--- src/core/sgcl_pkg.sv ---
// Shared constants for the status, gain trim and AC amplitude register slice
`default_nettype none
package sgcl_pkg;

	// ----------------------------------------------------------------
	// Register addresses (command address field, bits [31:24] of a word)
	// ----------------------------------------------------------------
	localparam logic [7:0] ADDR_OPERATING_STATE   = 8'h1f;
	localparam logic [7:0] ADDR_TRIM_LEFT_ARM     = 8'h21;
	localparam logic [7:0] ADDR_TRIM_LEFT_LEG     = 8'h22;
	localparam logic [7:0] ADDR_TRIM_RIGHT_ARM    = 8'h23;
	localparam logic [7:0] ADDR_AMP_LEFT_ARM      = 8'h31;
	localparam logic [7:0] ADDR_AMP_LEFT_LEG      = 8'h32;
	localparam logic [7:0] ADDR_AMP_RIGHT_ARM     = 8'h33;

	// ----------------------------------------------------------------
	// Field positions and widths
	// ----------------------------------------------------------------
	localparam int         ADDR_LSB               = 24;
	localparam int         DATA_W                 = 24;
	localparam int         FAULT_BIT              = 3;
	localparam int         CFG_PENDING_BIT        = 2;
	localparam int         LOCK_LOST_BIT          = 1;
	localparam int         LOCKED_BIT             = 0;
	localparam int         TRIM_SRC_BIT           = 23;
	localparam int         TRIM_W                 = 12;
	localparam int         AMP_W                  = 16;
	localparam int         TRIM_SHIFT             = 17;
	localparam int         CHAN_COUNT             = 3;

	// ----------------------------------------------------------------
	// Reset values
	// ----------------------------------------------------------------
	localparam logic [23:0] RESET_REG             = 24'h000000;
	localparam logic [11:0] RESET_TRIM            = 12'h000;
	localparam logic [15:0] RESET_AMP             = 16'h0000;

	// ----------------------------------------------------------------
	// Timing: amplitude refresh rate
	// ----------------------------------------------------------------
	localparam int         CLK_HZ                 = 50_000_000;
	localparam int         AMP_UPDATE_HZ          = 8;
	localparam int         AMP_UPDATE_CYCLES      = CLK_HZ / AMP_UPDATE_HZ;
	localparam int         LPF_SHIFT              = 7;

endpackage : sgcl_pkg
`default_nettype wire

--- src/core/sgcl_amp_avg.sv ---
// Rectify and low-pass one band-pass channel into an unsigned amplitude code
`default_nettype none
module sgcl_amp_avg #(
	parameter int DW    = sgcl_pkg::AMP_W,
	parameter int SHIFT = sgcl_pkg::LPF_SHIFT
) (
	// Clock and reset
	input  wire logic                 clk_i,
	input  wire logic                 srst_i,
	// Band-pass samples
	input  wire logic                 sample_valid_i,
	input  wire logic signed [DW-1:0] sample_i,
	// Control
	input  wire logic                 enable_i,
	input  wire logic                 update_i,
	// Result
	output logic         [DW-1:0]     amplitude_o
);
	import sgcl_pkg::*;

	// ----------------------------------------------------------------
	// State
	// ----------------------------------------------------------------
	typedef struct packed {
		logic [DW+SHIFT-1:0] acc;        // Filter state with fraction bits
		logic [DW-1:0]       amplitude;  // Published code
	} sgcl_avg_state_t;

	sgcl_avg_state_t state;              // Registered state
	sgcl_avg_state_t next_state;         // Next state

	logic [DW:0]         mag;            // Magnitude, one bit wider
	logic [DW-1:0]       rect;           // Doubled magnitude, saturated
	logic [DW+SHIFT:0]   sum;            // Filter update with carry room

	// ----------------------------------------------------------------
	// Filter update
	// ----------------------------------------------------------------
	// First-order low pass: acc += x - acc/2^SHIFT; output is acc/2^SHIFT
	always_comb begin
		next_state = state;
		mag        = sample_i[DW-1] ? (DW+1)'(-sample_i) : {1'b0, sample_i};
		// A full-scale signed swing maps onto the full unsigned range
		rect       = mag[DW-1] | mag[DW] ? {DW{1'b1}} : {mag[DW-2:0], 1'b0};
		sum        = {1'b0, state.acc} + {{(SHIFT+1){1'b0}}, rect} -
		             {{(SHIFT+1){1'b0}}, state.acc[DW+SHIFT-1:SHIFT]};
		if (!enable_i) begin
			// Filter held clear so a fresh selection starts from zero
			next_state.acc = '0;
		end else if (sample_valid_i) begin
			next_state.acc = sum[DW+SHIFT-1:0];
		end
		if (update_i && enable_i) begin
			// Published only on the slow refresh tick
			next_state.amplitude = state.acc[DW+SHIFT-1:SHIFT];
		end
	end

	// Register the state
	always_ff @(posedge clk_i) begin
		if (srst_i) begin
			// Filter and published code both start from zero
			state <= '0;
		end else begin
			state <= next_state;
		end
	end

	assign amplitude_o = state.amplitude;

endmodule : sgcl_amp_avg
`default_nettype wire

--- src/core/sgcl_regs.sv ---
// Operating-state, gain trim and AC lead-off amplitude register slice
`default_nettype none
module sgcl_regs #(
	parameter int          UPDATE_CYCLES  = sgcl_pkg::AMP_UPDATE_CYCLES,
	parameter int          SAMPLE_W       = 24,
	parameter logic [11:0] FACTORY_TRIM_0 = 12'h000,
	parameter logic [11:0] FACTORY_TRIM_1 = 12'h000,
	parameter logic [11:0] FACTORY_TRIM_2 = 12'h000
) (
	// Clock and reset
	input  wire logic                                  clk_i,
	input  wire logic                                  srst_i,
	// Register command from the serial port
	input  wire logic                                  cmd_valid_i,
	input  wire logic                                  cmd_write_i,
	input  wire logic [7:0]                            cmd_addr_i,
	input  wire logic [sgcl_pkg::DATA_W-1:0]           cmd_wdata_i,
	// Register read answer
	output logic                                       rd_valid_o,
	output logic [31:0]                                rd_data_o,
	// Device status inputs
	input  wire logic                                  internal_error_i,
	input  wire logic                                  config_loaded_i,
	input  wire logic                                  pll_locked_i,
	input  wire logic                                  power_enable_bit_i,
	input  wire logic [1:0]                            gain_setting_i,
	input  wire logic                                  ac_leadoff_sel_i,
	// Channel data to be trimmed (index 0 left arm, 1 left leg, 2 right arm)
	input  wire logic                                  chan_valid_i,
	input  wire logic [sgcl_pkg::CHAN_COUNT*SAMPLE_W-1:0] chan_data_i,
	output logic                                       cal_valid_o,
	output logic [sgcl_pkg::CHAN_COUNT*SAMPLE_W-1:0]   cal_data_o,
	// Band-pass outputs for AC lead-off measurement
	input  wire logic                                  bp_valid_i,
	input  wire logic [sgcl_pkg::CHAN_COUNT*sgcl_pkg::AMP_W-1:0] bp_data_i
);
	import sgcl_pkg::*;

	// ----------------------------------------------------------------
	// Local types
	// ----------------------------------------------------------------
	localparam int DIV_W = $clog2(UPDATE_CYCLES + 1);

	typedef struct packed {
		logic                              fault;       // Sticky internal error
		logic                              cfg_pending; // Configuration not loaded
		logic                              lock_lost;   // Sticky PLL lock lost
		logic                              lock_armed;  // PLL was enabled and locked
		logic [CHAN_COUNT-1:0]             trim_src;    // 1 selects user trim
		logic [CHAN_COUNT-1:0][TRIM_W-1:0] user_trim;   // User-written trims
		logic [DIV_W-1:0]                  div_cnt;     // Refresh divider
		logic                              tick;        // Refresh enable pulse
		logic                              rd_valid;    // Read answer strobe
		logic [31:0]                       rd_data;     // Read answer word
		logic                              cal_valid;   // Trimmed data strobe
		logic [CHAN_COUNT*SAMPLE_W-1:0]    cal_data;    // Trimmed data
	} sgcl_state_t;

	sgcl_state_t state;                                 // Registered state
	sgcl_state_t next_state;                            // Next state

	logic [CHAN_COUNT-1:0][AMP_W-1:0]  amplitude;       // Per-electrode averages
	logic [CHAN_COUNT-1:0][TRIM_W-1:0] trim_eff;        // Trims in force
	logic                              rd_req;          // Read command this cycle
	logic                              wr_req;          // Write command this cycle

	// ----------------------------------------------------------------
	// Helper functions
	// ----------------------------------------------------------------
	// Factory trim per gain; gain 3 has none, so it reads and acts as zero
	function automatic logic [TRIM_W-1:0] factory_trim(input logic [1:0] gain);
		logic [TRIM_W-1:0] t;
		unique case (gain)
			2'd0:    t = FACTORY_TRIM_0;
			2'd1:    t = FACTORY_TRIM_1;
			2'd2:    t = FACTORY_TRIM_2;
			default: t = RESET_TRIM;
		endcase
		return t;
	endfunction : factory_trim

	// Map trim register address to channel index, or 3 for no match
	function automatic logic [1:0] trim_index(input logic [7:0] addr);
		logic [1:0] idx;
		unique case (addr)
			ADDR_TRIM_LEFT_ARM:  idx = 2'd0;
			ADDR_TRIM_LEFT_LEG:  idx = 2'd1;
			ADDR_TRIM_RIGHT_ARM: idx = 2'd2;
			default:             idx = 2'd3;
		endcase
		return idx;
	endfunction : trim_index

	// Map amplitude register address to channel index, or 3 for no match
	function automatic logic [1:0] amp_index(input logic [7:0] addr);
		logic [1:0] idx;
		unique case (addr)
			ADDR_AMP_LEFT_ARM:  idx = 2'd0;
			ADDR_AMP_LEFT_LEG:  idx = 2'd1;
			ADDR_AMP_RIGHT_ARM: idx = 2'd2;
			default:            idx = 2'd3;
		endcase
		return idx;
	endfunction : amp_index

	// data * (1 + trim * 2^-17), truncated toward minus infinity
	function automatic logic [SAMPLE_W-1:0] apply_trim(
		input logic [SAMPLE_W-1:0] data,
		input logic [TRIM_W-1:0]   trim
	);
		logic signed [SAMPLE_W+TRIM_W-1:0] prod;
		logic signed [SAMPLE_W+TRIM_W-1:0] adj;
		logic signed [SAMPLE_W:0]          sum;
		logic signed [SAMPLE_W:0]          hi;
		logic signed [SAMPLE_W:0]          lo;
		prod = $signed(data) * $signed(trim);
		adj  = prod >>> TRIM_SHIFT;
		sum  = (SAMPLE_W+1)'($signed(data)) + adj[SAMPLE_W:0];
		hi   = (SAMPLE_W+1)'({1'b0, {(SAMPLE_W-1){1'b1}}});
		lo   = -hi - (SAMPLE_W+1)'(1);
		// Saturate: a trim near +2047 can push full scale past the range
		if (sum > hi) begin
			sum = hi;
		end else if (sum < lo) begin
			sum = lo;
		end
		return sum[SAMPLE_W-1:0];
	endfunction : apply_trim

	// ----------------------------------------------------------------
	// Amplitude averagers, one per electrode
	// ----------------------------------------------------------------
	for (genvar c = 0; c < CHAN_COUNT; c++) begin : g_amp
		sgcl_amp_avg #(
			.DW    (AMP_W),
			.SHIFT (LPF_SHIFT)
		) u_avg (
			.clk_i          (clk_i),
			.srst_i         (srst_i),
			.sample_valid_i (bp_valid_i),
			.sample_i       (bp_data_i[c*AMP_W +: AMP_W]),
			.enable_i       (ac_leadoff_sel_i),
			.update_i       (state.tick),
			.amplitude_o    (amplitude[c])
		);
	end

	// ----------------------------------------------------------------
	// Trims in force
	// ----------------------------------------------------------------
	// Source bit picks user or factory trim for each channel
	always_comb begin
		for (int c = 0; c < CHAN_COUNT; c++) begin
			trim_eff[c] = state.trim_src[c] ? state.user_trim[c] :
			              factory_trim(gain_setting_i);
		end
	end

	// Command qualifiers
	assign rd_req = cmd_valid_i && !cmd_write_i;
	assign wr_req = cmd_valid_i && cmd_write_i;

	// ----------------------------------------------------------------
	// Next-state logic
	// ----------------------------------------------------------------
	always_comb begin
		logic [1:0] ti;
		logic [1:0] ai;
		logic       clr_lost;
		logic       set_lost;
		next_state = state;
		ti         = trim_index(cmd_addr_i);
		ai         = amp_index(cmd_addr_i);

		// Status flags
		// Internal error is sticky until reset so a brief fault is not missed
		if (internal_error_i) begin
			next_state.fault = 1'b1;
		end
		// Pending stays high from reset until configuration lands
		if (config_loaded_i) begin
			next_state.cfg_pending = 1'b0;
		end
		// Arm only once the PLL is powered and has locked
		if (!power_enable_bit_i) begin
			next_state.lock_armed = 1'b0;
		end else if (pll_locked_i) begin
			next_state.lock_armed = 1'b1;
		end
		set_lost = state.lock_armed && power_enable_bit_i && !pll_locked_i;
		clr_lost = (rd_req && cmd_addr_i == ADDR_OPERATING_STATE) ||
		           !power_enable_bit_i;
		// A loss in the same cycle as the clearing read is kept
		if (set_lost) begin
			next_state.lock_lost = 1'b1;
		end else if (clr_lost) begin
			next_state.lock_lost = 1'b0;
		end

		// Refresh divider for the amplitude registers
		if (state.div_cnt == DIV_W'(UPDATE_CYCLES - 1)) begin
			next_state.div_cnt = '0;
			next_state.tick    = 1'b1;
		end else begin
			next_state.div_cnt = state.div_cnt + DIV_W'(1);
			next_state.tick    = 1'b0;
		end

		// Register writes: only trim registers are writable
		if (wr_req && ti != 2'd3) begin
			next_state.trim_src[ti]  = cmd_wdata_i[TRIM_SRC_BIT];
			// Reserved bits [22:12] are dropped, never stored
			next_state.user_trim[ti] = cmd_wdata_i[TRIM_W-1:0];
		end

		// Register reads: answer echoes the address in the top byte
		next_state.rd_valid = rd_req;
		next_state.rd_data  = {cmd_addr_i, RESET_REG};
		if (rd_req) begin
			if (cmd_addr_i == ADDR_OPERATING_STATE) begin
				// Returned only on this explicit read, never in frames
				next_state.rd_data[FAULT_BIT]       = state.fault;
				next_state.rd_data[CFG_PENDING_BIT] = state.cfg_pending;
				next_state.rd_data[LOCK_LOST_BIT]   = state.lock_lost;
				next_state.rd_data[LOCKED_BIT]      = pll_locked_i;
			end else if (ti != 2'd3) begin
				next_state.rd_data[TRIM_SRC_BIT]    = state.trim_src[ti];
				next_state.rd_data[TRIM_W-1:0]      = trim_eff[ti];
			end else if (ai != 2'd3) begin
				next_state.rd_data[AMP_W-1:0]       = amplitude[ai];
			end
			// Unmapped addresses answer with a zero data field
		end

		// Channel gain trim path, one cycle of latency
		next_state.cal_valid = chan_valid_i;
		if (chan_valid_i) begin
			for (int c = 0; c < CHAN_COUNT; c++) begin
				next_state.cal_data[c*SAMPLE_W +: SAMPLE_W] =
					apply_trim(chan_data_i[c*SAMPLE_W +: SAMPLE_W], trim_eff[c]);
			end
		end
	end

	// ----------------------------------------------------------------
	// State register
	// ----------------------------------------------------------------
	always_ff @(posedge clk_i) begin
		if (srst_i) begin
			state             <= '0;
			state.cfg_pending <= 1'b1;
		end else begin
			state <= next_state;
		end
	end

	// ----------------------------------------------------------------
	// Outputs, all straight from flip-flops
	// ----------------------------------------------------------------
	assign rd_valid_o  = state.rd_valid;
	assign rd_data_o   = state.rd_data;
	assign cal_valid_o = state.cal_valid;
	assign cal_data_o  = state.cal_data;

endmodule : sgcl_regs
`default_nettype wire

--- config.mk ---
export PLATFORM = sky130hd
export DESIGN_NAME = sgcl_regs
export DESIGN_NICKNAME = d
export VERILOG_FILES = /design/src/core/sgcl_pkg.sv /design/src/core/sgcl_amp_avg.sv /design/src/core/sgcl_regs.sv
export SDC_FILE = /design/constraint.sdc
export NUM_CORES = 2
export LEC_CHECK = 0
export BUFFER_PORTS_ARGS = -buffer_cell sky130_fd_sc_hd__clkbuf_2
export CAP_MARGIN = 20
export CORE_MARGIN = 2
export CORE_UTILIZATION = 25
export CTS_CLUSTER_DIAMETER = 80
export DETAILED_ROUTE_END_ITERATION = 16
export MAX_ROUTING_LAYER = met4
export PLACE_DENSITY = 0.37
export SLEW_MARGIN = 0
export SYNTH_ARGS = -nofsm -noshare
export SYNTH_HDL_FRONTEND = slang
export SYNTH_SLANG_ARGS = --single-unit
--- constraint.sdc ---
create_clock -name clk_i -period 28 [get_ports clk_i]
set_input_delay 5.6 -clock clk_i [delete_from_list [all_inputs] [get_ports clk_i]]
set_output_delay 5.6 -clock clk_i [all_outputs]
set_load 0.005 [all_outputs]
**Word-level counts from Yosys, hierarchy flattened**

Cells that the tools add are included.

- Add/subtract/negate cells: 13
- $mul: 3
- Order comparisons: 9
- Equality and inequality tests: 10
- Mux-type cells: 35
- Bitwise gates (word level): 8
- Reduce and logical (&&, ||, !) cells: 20

Operator list:

| cell | count |
|---|---|
| 2-to-1 mux 24 bit | 6 |
| multiplier 24 x 12 -> 36 bit | 3 |
| 2-to-1 mux 16 bit | 5 |
| adder 24 x 19 -> 25 bit | 3 |
| greater-than comparator 25 x 24 -> 1 bit, second input constant | 3 |
| < comparator 25 x 24 -> 1 bit, second input constant | 3 |
| 2-to-1 mux 12 bit | 6 |
| adder 23 x 16 -> 23 bit | 3 |
| subtractor 23 x 16 -> 23 bit | 3 |
| 2-to-1 mux 17 bit | 3 |
| negator 16 -> 17 bit | 3 |
| equality test 8 x 6 -> 1 bit, second input constant | 6 |
| bitwise mux 36 bit | 1 |
| binary-select mux 16 bit (select 2 bit) | 1 |
| binary-select mux 12 bit (select 2 bit) | 1 |
| demux 12 bit (select 2 bit) | 1 |
| adder 23 x 1 -> 23 bit, second input constant | 1 |
| equality test 23 bit, second input constant | 1 |
| one-hot mux 2 bit (3 select lines) | 2 |
| equality test 8 x 5 -> 1 bit, second input constant | 1 |
| logical AND 1 bit | 8 |
| OR reduction 2 bit | 4 |
| < comparator 2 x 3 -> 1 bit, second input constant | 2 |
| 2-to-1 mux 1 bit | 5 |
| other kinds (14) | 23 |

- Flip-flop bits (word level): 290
- Output and inout bits: 106
- Logic and storage cells: 123

**Logic depth before layout (Yosys ltp)**

- Depth in word-level cells: 7
- Mapped depth: 39
- Gate-level depth less buffers: 34

**Cells and area by module**

Synthesis repeated with hierarchy kept, for this count alone.

- Cell total of the unflattened synthesis: 6049
- Area total of the unflattened synthesis: 50204.4 µm²

By module, submodules not included:

| module | times used | cells an instance | area each (µm²) |
|---|---|---|---|
| sgcl_regs | 1 | 4675 | 39653.0 |
| sgcl_amp_avg | 3 | 458 | 3517.1 |

**Worst setup path before layout**

Ideal clock, no wire load.

- Kind: in2reg
- Start: input chan_data_i[37] (netlist bit)
- End: register state, in the netlist cal_data_o[39]
- Arrival time: 13.015 ns
- Setup slack: 14.899 ns
- Stages on the path: 32
- Path buffers: 2
- Path through: clkbuf_1 -> nand2_1 -> fa_1 -> inv_1 -> fa_1 -> fa_1 -> fa_1 -> inv_1 -> fa_1 -> inv_1 -> ha_1 -> a21o_1 -> a21o_1 -> a221oi_1 -> a2bb2oi_1 -> o21ai_1 -> o41a_1 -> nand4_1 -> nand4b_1 -> a21oi_1 -> xnor2_1 -> ha_1 -> and3_1 -> and4_1 -> a32o_1 -> o211ai_1 -> o21ai_2 -> o31ai_2 -> xor2_2 -> buf_4 -> maj3_1 -> a211oi_1

- Longest elaborated chain between the ends: 5
- Elaborated cells between the ends (all ways): 6

Ends and longest elaborated chain:

| item | line | RTL |
|---|---|---|
| start: declaration | sgcl_regs.sv:30 | `input wire logic [sgcl_pkg::CHAN_COUNT*SAMPLE_W-1:0] chan_data_i,` |
| multiplier 24 x 12 -> 36 bit | sgcl_regs.sv:116 | `prod = $signed(data) * $signed(trim);` |
| adder 24 x 19 -> 25 bit (*) | sgcl_regs.sv:118 | `sum = (SAMPLE_W+1)'($signed(data)) + adj[SAMPLE_W:0];` |
| < comparator 25 x 24 -> 1 bit | sgcl_regs.sv:124 | `end else if (sum < lo) begin` |
| 2-to-1 mux 24 bit | sgcl_regs.sv:124 |  |
| 2-to-1 mux 24 bit (*) | sgcl_regs.sv:122 | `if (sum > hi) begin` |
| end signal: assignment | sgcl_regs.sv:253 | `state <= next_state;` |
| end: declaration | sgcl_regs.sv:59 | `sgcl_state_t state;` |

Every way passes the cells marked *; elsewhere a longest branch is shown, timed or not.
A chain may end at the register's enable or synchronous reset.

**Final worst setup path**

- Start: input chan_data_i[42] (netlist bit)
- End: register state, in the netlist cal_data_o[26]

The elaborated chain is that of the path after synthesis.

==> flow_summary.toml <==
[critical_path]
critical_path.max_fanout = 23
timing.rr.start = "state[167]$_SDFFE_PP0P_"
startpoint_type = "primary input"
path_buf_inv = 6
rr_worst_depth = 33
rrSetupSlack_ps = 17310
r2r_end = "cal_data_o[26]$_SDFFE_PP0P_"
cpMaxStageDelayCell = "fa_1"
cp.required_ps = 28530
crit_family = "adder cells"
critPathCaptureType = "register"
critPathMostFrequentCell = "fa_1"
criticalPathCategory = "primary input to register"
slowest_delay_ps = 540
crit_arrival_ps = 14730

[global_route]
antenna_found_initial = 10
grt_pass1_vias = 40100
use_met2 = 0.289
grt.busiest_layer = "met2"
grt_pass1_wl_um = 248000
grt_use_met3 = 0.0176
grt.overflow.total = 0
track_usage = 0.169
grt.met1_usage = 0.204
grt_max_degree = 102

[logic_synthesis]
synth_seq_cells = 283
syn_avg_cell_area_um2 = 8.50
synth-main-ff-cell = "dfxtp_1"
synth_cells = 5746
async_flop_share = 0
synth-seq-area-share = 0.116
synth.distinct_cells = 101
synth_edf_count = 0
yosys_warnings = 0
netlist_area_um2 = 48900

[placed_design]
io_buffers = 250
place.gp.congestion = 0.818
dp.cells = 8205
place_hpwl_um = 129000

[power]
pwr_density_cell_nw_per_um2 = 41.6
p_leak_uw = 0.0254
irDropWorstVdd_mv = 0.0499

[min_path]
hold_class = "register to register"
hold_start = "g_amp[2].u_avg.amplitude_o[5]$_SDFFE_PP0P_"
hold_depth = 2
holdPathEnd = "g_amp[2].u_avg.amplitude_o[5]$_SDFFE_PP0P_"

[clock_tree]
hold_buffers = 0
clk_pin_slew_ps = 60
root_buffer = "clkbuf_16"
clock_latency_ps = 630
cts_max_path_buffers = 3
cts_buffers = 43
cts.sinks = 283
post-cts-setup-buffer-count = 0
cts_tree = "built"
htree_num_levels = 2
post_cts_resized = 0

[drt]
wl_um = 161000
drtIter0Drc = 1654
post-route-drc-count = 0
vias = 37700
wl_per_cell_um = 19.5
drt_pass1_iterations = 7
antenna_left = 0
via_per_inst = 4.54

[run]
maxCapViolations = 0

[sta]
clock.fmax_ghz = 0.0704
rsz0062_at_grt = "no"
period_needed_ps = 14200
relSlewSlack = 0.278
hold_viol_final = 0
fin_tns_setup_ps = 0
setup_violations = 0
maxSlewViolCount = 0
tightestPinTransition_ps = 1080
fin_crit_sh = 0.507
finClkSkew_ps = 21.0

[floorplanning]
rows = 162
io-pin-count = 271
dieHeight_um = 446
dieWidth_um = 446
dieArea_um2 = 199000
core_area_um2 = 195000
initial_utilization = 0.251

[run_status]
status = "completed"

[layout]
final_nets = 7064
synthToLayoutAreaGrowth_pct = 9.03
drive_gt1_frac = 0.0850
fin_cells = 8288
## cell type report
class | count | area [um2]
clock buffer | 57 | 1190
antenna | 7 | 17.5
fill | 21200 | 141000
inverter | 963 | 3610
timing repair buffer | 303 | 1690
multi-input combinational | 4116 | 37700
clock inverter | 17 | 209
tap | 2542 | 3180
sequential | 283 | 5670
## metal layers
layer | vias up | routed length [um]
met5 | - | 0
met3 | 169 | 4910
li1 | 18000 | -
met1 | 18900 | 69400
met2 | 524 | 79800
met4 | 0 | 7290
## synthesized netlist by cell type (all sizes together), types with 26 or more instances
library cell,count,area share
inv,962,0.074
xnor2,129,0.023
a21oi,256,0.026
ha,370,0.095
a211oi,87,0.016
nand2b,26,0.0033
maj3,43,0.0094
nand2,857,0.066
mux2i,82,0.017
dfxtp,283,0.12
and2,42,0.0054
nor2b,32,0.0041
nor3,46,0.0047
nor2,388,0.030
o21a,27,0.0041
o21ai,127,0.013
fa,819,0.34
clkbuf,253,0.019
a21o,63,0.0097
and3,256,0.033
nand3,64,0.0066
xor2,100,0.018
buf,137,0.020
## sequential cells by signal, indices dropped and copies added, names as in the netlist
name	flops
g_amp.u_avg.state	69
cal_data_o	72
rd_valid_o	1
state	67
g_amp.u_avg.amplitude_o	48
rd_data_o	25
cal_valid_o	1
## how the worst max path moves through the flow
stage / start / end / cells past startpoint
6_report: chan_data_i[42] / cal_data_o[26]$_SDFFE_PP0P_ / 31
5_1_grt: chan_data_i[39] / cal_data_o[26]$_SDFFE_PP0P_ / 31
4_1_cts: chan_data_i[39] / cal_data_o[26]$_SDFFE_PP0P_ / 31
3_5_place_dp: chan_data_i[39] / cal_data_o[26]$_SDFFE_PP0P_ / 31
3_3_place_gp: chan_data_i[39] / cal_data_o[26]$_SDFFE_PP0P_ / 31
2_1_floorplan: chan_data_i[37] / cal_data_o[39]$_SDFFE_PP0P_ / 32
## report_power, final
| part | leakage, uW | switching (uW) | internal [uW] |
|---|---|---|---|
| sequential | 0.00231 | 67.0 | 450 |
| clock | 0.000678 | 228 | 319 |
| combinational | 0.0224 | 651 | 499 |
## metrics by stage
step                utilization  hold slack [ps]  area, um2  total power, uW  setup WS [ps]
floorplan                     -              425      48900             1400          14900
CTS                       0.273              453      53200             2250          13640
detailed placement        0.266              445      51800             1680          12980
global placement          0.266              440      51800             1680          12980
global route              0.274              474      53300             2420          13270
finish                    0.274              453      53300             2210          13800
## cells by family (layout without fill, tap and decap cells)
logic type,after synthesis,in the layout,share of synthesized area
other,1,14,0.0000768
AO/OA/AOI/OAI,741,741,0.102
adder cells (fa/ha/maj),1232,1232,0.440
multiplexers,98,98,0.0205
flip-flops,283,283,0.116
XOR/XNOR,229,229,0.0414
AND/OR/NAND/NOR,1809,1809,0.167
buffers and inverters,1353,1340,0.113
## worst reg2reg max path: cells and delay by family, from the launching register on
kind	cells	cell delay, ps
and+or+nand+nor	4	1330
DFF	1	350
buffers and inverters	7	1370
adders and majority gates	8	3780
AOI/OAI and AO/OA	12	3180
xor gates and xnor gates	2	610
## cells in the final DEF, fill, tap and decap left out, drive strengths merged, types with 24 or more instances in the layout
| cell | n |
|---|---|
| nor2b | 32 |
| clkbuf | 305 |
| o21ai | 127 |
| dfxtp | 283 |
| inv | 965 |
| a31oi | 24 |
| a211oi | 87 |
| a21oi | 256 |
| a21o | 63 |
| nor3 | 46 |
| ha | 370 |
| nand2b | 26 |
| xor2 | 100 |
| xnor2 | 129 |
| nand3 | 64 |
| mux2i | 82 |
| buf | 55 |
| o21a | 27 |
| and3 | 256 |
| nor2 | 388 |
| and2 | 42 |
| nand2 | 857 |
| maj3 | 43 |
| fa | 819 |
No activity file was read; power rests on OpenSTA's default activity.
